<file path="src/verilog/bfifo_defines.svh">
// constants for the bidirectional fifo port control
// assumes inclusion by bare name from package and design files
`ifndef BFIFO_DEFINES_SVH
`define BFIFO_DEFINES_SVH
// =========================================
// widths and depth
`define BF_DATA_W 36
`define BF_DEPTH 64
// full flag rises on this edge after reset
`define BF_RDY_EDGES 2'h2
// almost flag offsets by offset select
`define BF_OFF_11 5'h10
`define BF_OFF_10 5'h0c
`define BF_OFF_01 5'h08
`define BF_OFF_00 5'h04
// swap select codes (hi:lo)
`define BF_SW_NONE 2'h0
`define BF_SW_BYTE 2'h1
`define BF_SW_WORD 2'h2
`define BF_SW_BW 2'h3
`endif

</file>
<file path="src/verilog/bfifo_pkg.sv">
// types shared by the port control design
// assumes bfifo_defines.svh on the include path
`include "bfifo_defines.svh"
`default_nettype none
package bfifo_pkg;
  typedef logic [`BF_DATA_W-1:0] data_type;
  // port a control pins
  typedef struct packed {
    logic porta_chip_sel_n;
    logic porta_wr_rd_sel;
    logic porta_enable;
    logic porta_mailbox_sel;
    logic porta_parity_gen;
  } porta_ctl_type;
  // port b control pins
  typedef struct packed {
    logic       portb_chip_sel_n;
    logic       portb_wr_rd_sel;
    logic       portb_enable;
    logic [1:0] portb_size;       // hi:lo
    logic       endian_sel;
    logic [1:0] swap_sel;         // hi:lo
    logic       portb_parity_gen;
  } portb_ctl_type;
  // status flags, all active low
  typedef struct packed {
    logic porta_full_n;
    logic porta_empty_n;
    logic porta_almost_empty_n;
    logic porta_almost_full_n;
    logic portb_full_n;
    logic portb_empty_n;
    logic portb_almost_empty_n;
    logic portb_almost_full_n;
    logic a2b_mail_flag_n;
    logic b2a_mail_flag_n;
  } flags_type;
endpackage
`default_nettype wire

</file>
<file path="src/verilog/bidir_fifo_port_control.sv">
// bidirectional fifo port control with two fifos and two mailboxes
// assumes both ports share i_ref_clk; pins sampled synchronously
//
// Summary of operation
// with port-b parity generate high, parity is generated on port-b reads
// each generated parity bit sits in the top bit of its byte
// odd/even select input sets generated parity kind
// reset is held low for at least four clock edges
// reset drives almost-full and mail flags high, other flags low
// reset clears read and write pointers of both fifos
// each full flag rises on the second edge after reset release
// reset may change level asynchronously to the clock
// offset loads at reset release: 16, 12, 8 or 4
// software resets the device before writing any data
// port-b size and endian latch on one edge, apply on the next
// both port-b size selects high routes port-b access to mailboxes
// swap mode is taken from swap selects at each long-word transfer
// swap codes: 00 none, 01 byte, 10 word, 11 byte-word
// write/read select high writes, low reads, on the next edge
// port-a data drives only with chip select and write/read low
// port-a write to a2b fifo needs select, enable, no mailbox, not full
// port-a read of b2a fifo needs select, enable, no mailbox, not empty
// port-a mailbox select writes a2b mailbox, reads b2a mailbox, frees it
// port-b data drives only with chip select and write/read low
// port-b write to b2a fifo needs select, enable, not full, size not 11
// enable low means no read or write on that edge
// a2b mailbox write drops its flag and blocks writes until port-b read
// reads of an empty fifo are ignored
// writes to a full fifo are ignored
`include "bfifo_defines.svh"
`default_nettype none

// =========================================
// fifo buffer
module bf_fifo #(
  parameter int W = 36,
  parameter int D = 4,
  localparam int AW = $clog2(D)
) (
  // clock and reset
  input  wire logic          i_ref_clk,
  input  wire logic          i_rst_n,
  // filling side
  input  wire logic          i_valid,
  output logic               o_ready,
  input  wire logic [W-1:0]  i_data,
  // draining side
  output logic               o_valid,
  input  wire logic          i_ready,
  output logic [W-1:0]       o_data,
  output logic [AW:0]        o_count
);
  typedef struct packed {
    logic [AW-1:0] wp;
    logic [AW-1:0] rp;
    logic [AW:0]   cnt;
  } fs_type;
  localparam logic [AW:0] FULL_C = (AW+1)'(D);
  fs_type s_r, s_nxt;
  logic [W-1:0] mem [D];
  logic push, pop;

  // pointer step with wrap for any depth
  function automatic logic [AW-1:0] step(input logic [AW-1:0] p);
    return (p == AW'(D - 1)) ? '0 : p + 1'b1;
  endfunction

  assign o_ready = s_r.cnt != FULL_C;
  assign o_valid = s_r.cnt != '0;
  assign o_data  = mem[s_r.rp];
  assign o_count = s_r.cnt;
  assign push    = i_valid && o_ready;
  assign pop     = o_valid && i_ready;
  // next pointers and count
  always_comb begin
    s_nxt = s_r;
    if (push) s_nxt.wp = step(s_r.wp);
    if (pop) s_nxt.rp = step(s_r.rp);
    s_nxt.cnt = s_r.cnt + (AW+1)'(push) - (AW+1)'(pop);
  end

  // pointers cleared by reset
  always_ff @(posedge i_ref_clk or negedge i_rst_n) begin
    if (!i_rst_n) begin
      s_r <= '0;
    end else begin
      s_r <= s_nxt;
    end
  end
  // storage write
  always_ff @(posedge i_ref_clk) begin
    if (push) mem[s_r.wp] <= i_data;
  end
endmodule

// =========================================
// port control top
module bidir_fifo_port_control #(
  parameter int DEPTH = `BF_DEPTH
) (
  // clock and reset
  input  wire logic                i_ref_clk,
  input  wire logic                i_rst_n,
  // configuration
  input  wire logic                i_offset_sel_hi,
  input  wire logic                i_offset_sel_lo,
  input  wire logic                i_parity_odd,
  // port a
  input  wire bfifo_pkg::porta_ctl_type i_porta_ctl,
  input  wire bfifo_pkg::data_type i_porta_data,
  output bfifo_pkg::data_type      o_porta_data,
  output logic                     o_porta_data_oe,
  // port b
  input  wire bfifo_pkg::portb_ctl_type i_portb_ctl,
  input  wire bfifo_pkg::data_type i_portb_data,
  output bfifo_pkg::data_type      o_portb_data,
  output logic                     o_portb_data_oe,
  output logic [1:0]               o_portb_bus_size,
  output logic                     o_portb_endian,
  // status
  output bfifo_pkg::flags_type     o_flags
);
  import bfifo_pkg::*;
  localparam int AW = $clog2(DEPTH);
  localparam logic [AW:0] FULL_C = (AW+1)'(DEPTH);
  typedef struct packed {
    logic [1:0] rdy;      // edges since reset release
    logic       off_done;
    logic [4:0] off;
    logic [2:0] szl;      // latched size and endian
    logic [2:0] sza;      // applied size and endian
    flags_type  fl;
    data_type   m1;
    data_type   m2;
    data_type   a_oreg;
    data_type   b_oreg;
    logic       a_oe;
    logic       b_oe;
    data_type   a_dout;
    data_type   b_dout;
  } st_type;
  st_type s_r, s_nxt;
  logic wa, ra, wb, rb, mbb;
  logic a2b_push, a2b_pop, b2a_push, b2a_pop;
  logic a2b_in_rdy, a2b_vld, b2a_in_rdy, b2a_vld;
  data_type a2b_q, b2a_q, b_wdata;
  logic [AW:0] a2b_cnt, b2a_cnt, la, lb;

  // byte order from swap code
  function automatic data_type swap(input data_type d, input logic [1:0] m);
    case (m)
      `BF_SW_BYTE: return {d[8:0], d[17:9], d[26:18], d[35:27]};
      `BF_SW_WORD: return {d[17:0], d[35:18]};
      `BF_SW_BW:   return {d[26:18], d[35:27], d[8:0], d[17:9]};
      default:     return d;
    endcase
  endfunction

  // parity into top bit of each nine-bit byte
  function automatic data_type par(input data_type d, input logic g, input logic odd);
    data_type r;
    r = d;
    for (int i = 0; i < 4; i++) begin
      if (g) r[9*i+8] = (^d[9*i +: 8]) ^ odd;
    end
    return r;
  endfunction
  // generated parity follows odd/even select
  function automatic logic par_ok(input data_type d, input logic odd);
    logic ok;
    ok = 1'b1;
    for (int i = 0; i < 4; i++) begin
      ok = ok && ((^d[9*i +: 9]) == odd);
    end
    return ok;
  endfunction

  // port decodes, write high and read low
  // no read or write decoded with enable low
  assign wa  = !i_porta_ctl.porta_chip_sel_n && i_porta_ctl.porta_wr_rd_sel
               && i_porta_ctl.porta_enable;
  assign ra  = !i_porta_ctl.porta_chip_sel_n && !i_porta_ctl.porta_wr_rd_sel
               && i_porta_ctl.porta_enable;
  assign wb  = !i_portb_ctl.portb_chip_sel_n && i_portb_ctl.portb_wr_rd_sel
               && i_portb_ctl.portb_enable;
  assign rb  = !i_portb_ctl.portb_chip_sel_n && !i_portb_ctl.portb_wr_rd_sel
               && i_portb_ctl.portb_enable;
  // both size selects high picks mailboxes
  assign mbb = &i_portb_ctl.portb_size;

  // a2b write; R25: blocked while full
  assign a2b_push = wa && !i_porta_ctl.porta_mailbox_sel && s_r.fl.porta_full_n && a2b_in_rdy;
  // b2a write; R25: blocked while full
  assign b2a_push = wb && !mbb && s_r.fl.portb_full_n && b2a_in_rdy;
  // b2a read; R24: ignored while empty
  assign b2a_pop  = ra && !i_porta_ctl.porta_mailbox_sel && s_r.fl.porta_empty_n && b2a_vld;
  // a2b read ignored while empty
  assign a2b_pop  = rb && !mbb && s_r.fl.portb_empty_n && a2b_vld;
  // swap taken on each long-word transfer
  assign b_wdata  = swap(i_portb_data, i_portb_ctl.swap_sel);

  bf_fifo #(.W(`BF_DATA_W), .D(DEPTH)) a2b_fifo (
    .i_ref_clk (i_ref_clk),
    .i_rst_n   (i_rst_n),
    .i_valid   (a2b_push),
    .o_ready   (a2b_in_rdy),
    .i_data    (i_porta_data),
    .o_valid   (a2b_vld),
    .i_ready   (a2b_pop),
    .o_data    (a2b_q),
    .o_count   (a2b_cnt)
  );
  bf_fifo #(.W(`BF_DATA_W), .D(DEPTH)) b2a_fifo (
    .i_ref_clk (i_ref_clk),
    .i_rst_n   (i_rst_n),
    .i_valid   (b2a_push),
    .o_ready   (b2a_in_rdy),
    .i_data    (b_wdata),
    .o_valid   (b2a_vld),
    .i_ready   (b2a_pop),
    .o_data    (b2a_q),
    .o_count   (b2a_cnt)
  );

  // fill levels after this edge
  assign la = a2b_cnt + (AW+1)'(a2b_push) - (AW+1)'(a2b_pop);
  assign lb = b2a_cnt + (AW+1)'(b2a_push) - (AW+1)'(b2a_pop);

  // next state of the port logic
  always_comb begin
    s_nxt = s_r;
    if (s_r.rdy != `BF_RDY_EDGES) s_nxt.rdy = s_r.rdy + 2'h1;
    // offset from selects at reset release
    if (!s_r.off_done) begin
      s_nxt.off_done = 1'b1;
      case ({i_offset_sel_hi, i_offset_sel_lo})
        2'h3:    s_nxt.off = `BF_OFF_11;
        2'h2:    s_nxt.off = `BF_OFF_10;
        2'h1:    s_nxt.off = `BF_OFF_01;
        default: s_nxt.off = `BF_OFF_00;
      endcase
    end
    // latch on one edge, apply on next
    s_nxt.szl = {i_portb_ctl.portb_size, i_portb_ctl.endian_sel};
    s_nxt.sza = s_r.szl;
    // output registers advance on reads
    if (b2a_pop) s_nxt.a_oreg = b2a_q;
    if (a2b_pop) s_nxt.b_oreg = swap(a2b_q, i_portb_ctl.swap_sel);
    // port-b mailbox reads free a2b mail, port-a mailbox reads free b2a mail
    if (rb && mbb) s_nxt.fl.a2b_mail_flag_n = 1'b1;
    if (ra && i_porta_ctl.porta_mailbox_sel) s_nxt.fl.b2a_mail_flag_n = 1'b1;
    // mail write drops flag, blocked while low
    if (wa && i_porta_ctl.porta_mailbox_sel && s_r.fl.a2b_mail_flag_n) begin
      s_nxt.m1 = i_porta_data;
      s_nxt.fl.a2b_mail_flag_n = 1'b0;
    end
    if (wb && mbb && s_r.fl.b2a_mail_flag_n) begin
      s_nxt.m2 = i_portb_data;
      s_nxt.fl.b2a_mail_flag_n = 1'b0;
    end
    // full flags wait for the second edge
    s_nxt.fl.porta_full_n = (s_nxt.rdy == `BF_RDY_EDGES) && (la != FULL_C);
    s_nxt.fl.portb_full_n = (s_nxt.rdy == `BF_RDY_EDGES) && (lb != FULL_C);
    s_nxt.fl.porta_almost_full_n = la < (FULL_C - (AW+1)'(s_nxt.off));
    s_nxt.fl.portb_almost_full_n = lb < (FULL_C - (AW+1)'(s_nxt.off));
    s_nxt.fl.portb_empty_n = la != '0;
    s_nxt.fl.porta_empty_n = lb != '0;
    s_nxt.fl.portb_almost_empty_n = la > (AW+1)'(s_nxt.off);
    s_nxt.fl.porta_almost_empty_n = lb > (AW+1)'(s_nxt.off);
    // port-a drive enable
    s_nxt.a_oe = !i_porta_ctl.porta_chip_sel_n && !i_porta_ctl.porta_wr_rd_sel;
    // port-b drive enable
    s_nxt.b_oe = !i_portb_ctl.portb_chip_sel_n && !i_portb_ctl.portb_wr_rd_sel;
    s_nxt.a_dout = par(i_porta_ctl.porta_mailbox_sel ? s_nxt.m2 : s_nxt.a_oreg,
                       i_porta_ctl.porta_parity_gen, i_parity_odd);
    // port-b read parity generation
    s_nxt.b_dout = par(mbb ? s_nxt.m1 : s_nxt.b_oreg,
                       i_portb_ctl.portb_parity_gen, i_parity_odd);
  end

  // reset flag levels; R8: asynchronous reset
  always_ff @(posedge i_ref_clk or negedge i_rst_n) begin
    if (!i_rst_n) begin
      s_r <= '0;
      s_r.off <= `BF_OFF_00;
      s_r.fl.porta_almost_full_n <= 1'b1;
      s_r.fl.portb_almost_full_n <= 1'b1;
      s_r.fl.a2b_mail_flag_n <= 1'b1;
      s_r.fl.b2a_mail_flag_n <= 1'b1;
    end else begin
      s_r <= s_nxt;
    end
  end

  // outputs straight from flops
  assign o_porta_data     = s_r.a_dout;
  assign o_porta_data_oe  = s_r.a_oe;
  assign o_portb_data     = s_r.b_dout;
  assign o_portb_data_oe  = s_r.b_oe;
  assign o_portb_bus_size = s_r.sza[2:1];
  assign o_portb_endian   = s_r.sza[0];
  assign o_flags          = s_r.fl;
endmodule
`default_nettype wire

</file>
<file path="config.mk">
export PLATFORM = sky130hd
export DESIGN_NAME = bidir_fifo_port_control
export DESIGN_NICKNAME = d
export VERILOG_FILES = /design/src/verilog/bfifo_pkg.sv /design/src/verilog/bidir_fifo_port_control.sv
export VERILOG_INCLUDE_DIRS = /design/src /design/src/verilog
export SDC_FILE = /design/constraint.sdc
export NUM_CORES = 2
export LEC_CHECK = 0
export ABC_CLOCK_PERIOD_IN_PS = 13500
export BUFFER_PORTS_ARGS = -buffer_cell sky130_fd_sc_hd__buf_2
export CAP_MARGIN = 20
export CORE_MARGIN = 2
export CORE_UTILIZATION = 35
export CTS_CLUSTER_SIZE = 24
export DETAILED_ROUTE_END_ITERATION = 6
export HOLD_SLACK_MARGIN = 0.03
export PLACE_DENSITY = 0.5
export SLEW_MARGIN = 0
export SYNTH_ARGS = -nofsm -noshare
export SYNTH_HDL_FRONTEND = slang
export SYNTH_MEMORY_MAX_BITS = 65536
export SYNTH_SLANG_ARGS = --single-unit
</file>
<file path="constraint.sdc">
create_clock -name i_ref_clk -period 13.5 [get_ports i_ref_clk]
set_clock_uncertainty 0.05 [all_clocks]
set_input_delay 3.375 -clock i_ref_clk [delete_from_list [all_inputs] [get_ports i_ref_clk]]
set_output_delay 3.375 -clock i_ref_clk [all_outputs]
set_load 0.05 [all_outputs]
</file>
==> results.yml <==
flow_run:
  cap_violations: 0
route:
  drtIter0Drc: 12146
  via_count: 94053
  vias_per_cell: 5.59
  ant_nets: 0
  wl_per_cell_um: 34.0
  drc: 0
  routed_wl_mm: 572
  firstDrtPassIters: 6
timing:
  finalHoldViolCount: 0
  timing.fmax_mhz: 143
  tns_ps: 0
  worst_pin_slew_ps: 1270
  rsz0062_at_grt: "false"
  slew_viol_final: 0
  fin_crit_ps: 7020
  final.period_utilization: 0.520
  setup_viol: 0
  relSlewSlack: 0.144
  timing.final.ws_setup_ps: 6480
min_path:
  hold_path_class: "reg -> reg"
pwr:
  p_per_area_nw_per_um2: 201
  power.total_uw: 44100
  peakVddDrop_v: 0.000145
  p_leak_uw: 0.0691
place:
  numPlacedInstances: 15842
  dp_hpwl_mm: 331
  dpl_worst_slack_ps: 5380
  gp_congestion: 0.844
  io_buffers: 177
grt:
  grt_pass1_vias: 95400
  grt_pass1_wl_mm: 789
  grt_use_total: 0.204
  grt_start_max_net_pins: 104
  grt-ovfl-total: 0
  antenna_found_initial: 54
die:
  io_pins: 178
  fp.coreArea_um2: 544000
  placementRows: 271
  die_h_um: 743
  start_util: 0.351
  die_area_um2: 551000
  die_x_um: 743
clock_network:
  cts_tree: "built"
  cts.sinks: 4888
  cts.clk_slew.worst_paths_ps: 60
  htreeDepth: 6
  cts_resized: 0
  hold_buffers: 0
  clockBufferDepth: 4
  cts-buffers-inserted: 534
  cts_setup_buffers: 0
  clock-root-buffer: "clkbuf_16"
  clkLatencyLatePin_ps: 1090
layout:
  drive_above_1_share: 0.302
  stdcell_count: 16836
  final_cell_mix: "edfxtp_1 (4608), mux4_2 (1295), clkbuf_16 (538), buf_4 (326), mux2i_1 (277)"
  multi_input_area_um2: 43100
  regArea_um2: 145000
  fin_util: 0.403
  final_net_count: 9297
  mostFrequentLayoutCell: "edfxtp_1"
  n_fill_cell: 47875
  area_growth_pct: 14.8
logic_synthesis:
  seq_area_frac_synth: 0.762
  synthArstFlopShare: 0.0573
  syn_inst: 8639
  synth-seq-cells: 4888
  yosys_warnings: 0
  syn_area_um2: 191000
  ys.flop_type: "edfxtp_1"
  yosysUniqueCellTypes: 83
  synthesis.nets: 8787
  syn_area_per_cell_um2: 22.1
  synth-edff-count: 4608
setup_path:
  worstPathArrival_ps: 7900
  cp_max_fo: 38
  crit_type: "reg -> reg"
  rrSetupSlack_ps: 6480
  required_ps: 14390
  endpoint_kind: "flop"
  startpoint_type: "flop"
status:
  run_status: "finished clean"
-- routing by layer --
metal  vias up  GRT usage  part of all wire
met4         8     0.0498             0.027
met3       726     0.0303             0.071
met1     52272      0.298              0.43
met5         -          0          0.000087
li1      37243          -                 -
met2      3804      0.323              0.47
-- cells by family after synthesis --
logic type	Yosys count	share of synthesized area
DFF	4888	0.762
muxes	1700	0.175
and+or+nand+nor	683	0.0160
buffers and inverters	642	0.0182
AOI/OAI and AO/OA	582	0.0205
xor gates and xnor gates	86	0.00467
adders and majority gates	57	0.00389
other	1	0.0000196
-- flip-flops by register name, summed over array words and instances, names as in the netlist --
name	flops
a2b_fifo.mem	2304
a2b_fifo.o_count	7
a2b_fifo.s_r	12
b2a_fifo.mem	2304
b2a_fifo.o_count	7
b2a_fifo.s_r	12
o_flags	10
o_porta_data	36
o_porta_data_oe	1
o_portb_bus_size	2
o_portb_data	36
o_portb_data_oe	1
o_portb_endian	1
s_nxt	3
s_r	152
-- cell type report --
| class | instances | share of cell area |
|---|---|---|
| flip-flops and latches | 4888 | 0.664 |
| inverters | 93 | 0.00161 |
| repair buffers | 523 | 0.0170 |
| clock buffers | 667 | 0.0642 |
| multi-input cells | 3109 | 0.197 |
| clock inverters | 304 | 0.0152 |
| well taps | 7234 | 0.0413 |
| diodes | 18 | 0.000206 |
-- power by group --
part | switching [µW] | internal, µW | leakage, µW
clock | 6240 | 8260 | 0.00845
sequential | 427 | 17100 | 0.0448
combinational | 7260 | 4810 | 0.0158
-- worst paths after layout --
kind | start | endpoint | cells past startpoint
setup / recovery | a2b_fifo.s_r[7] | o_portb_data[35] | 13
hold / removal | s_nxt[228] | o_portb_endian | 0
setup reg to reg | a2b_fifo.s_r[7] | o_portb_data[35] | 13
hold reg to reg | s_nxt[228] | o_portb_endian | 0
max in group asynchronous | i_rst_n | o_porta_data[6] | 4
min in group asynchronous | i_rst_n | a2b_fifo.s_r[15] | 1
-- through the flow --
step / hold WS (ps) / cell area, µm²
floorplan: 281 / 191000
global placement: 289 / 202000
detailed placement: 294 / 202000
CTS: 307 / 219000
global route: 314 / 219000
finish: 304 / 219000
-- worst max-delay path: stages (launching register included) --
cell and delay (ps):
dfrtp_4 1040, buf_4 610, buf_4 650, mux4_2 590, a22o_1 240, a221oi_1 480, o22ai_1 310, a31oi_1 870
mux4_2 450, o21ai_0 300, mux2_2 430, xnor3_1 340, xnor2_1 130, mux2_2 280
-- cells in the mapped netlist (all sizes together) (8+ instances only) --
cell type     n  area, µm²
edfxtp     4608     138000
mux4       1301      29300
buf         349       2370
mux2i       277       2770
dfrtp       275       6880
nor2        254        953
nand2       221        830
clkbuf      200        751
a21oi       142        714
mux2        122       1370
a22oi        94        706
inv          90        338
o21ai        83        419
xnor2        55        482
ha           53        663
nand3        43        215
o22ai        39        244
a31oi        31        194
a221oi       25        219
nor2b        25        156
nor3         22        110
xor2         21        184
nand2b       20        125
and3         19        119
a21o         17        128
nand3b       17        128
o221ai       16        140
a211oi       14        105
and2         13       81.3
nand4        13       81.3
a22o         12        105
nor4         11       68.8
xnor3        10        225
o31ai         9       67.6
a211o         8       70.1
a311oi        8       70.1
o211ai        8       60.1
(Power assumes the default switching activity.)
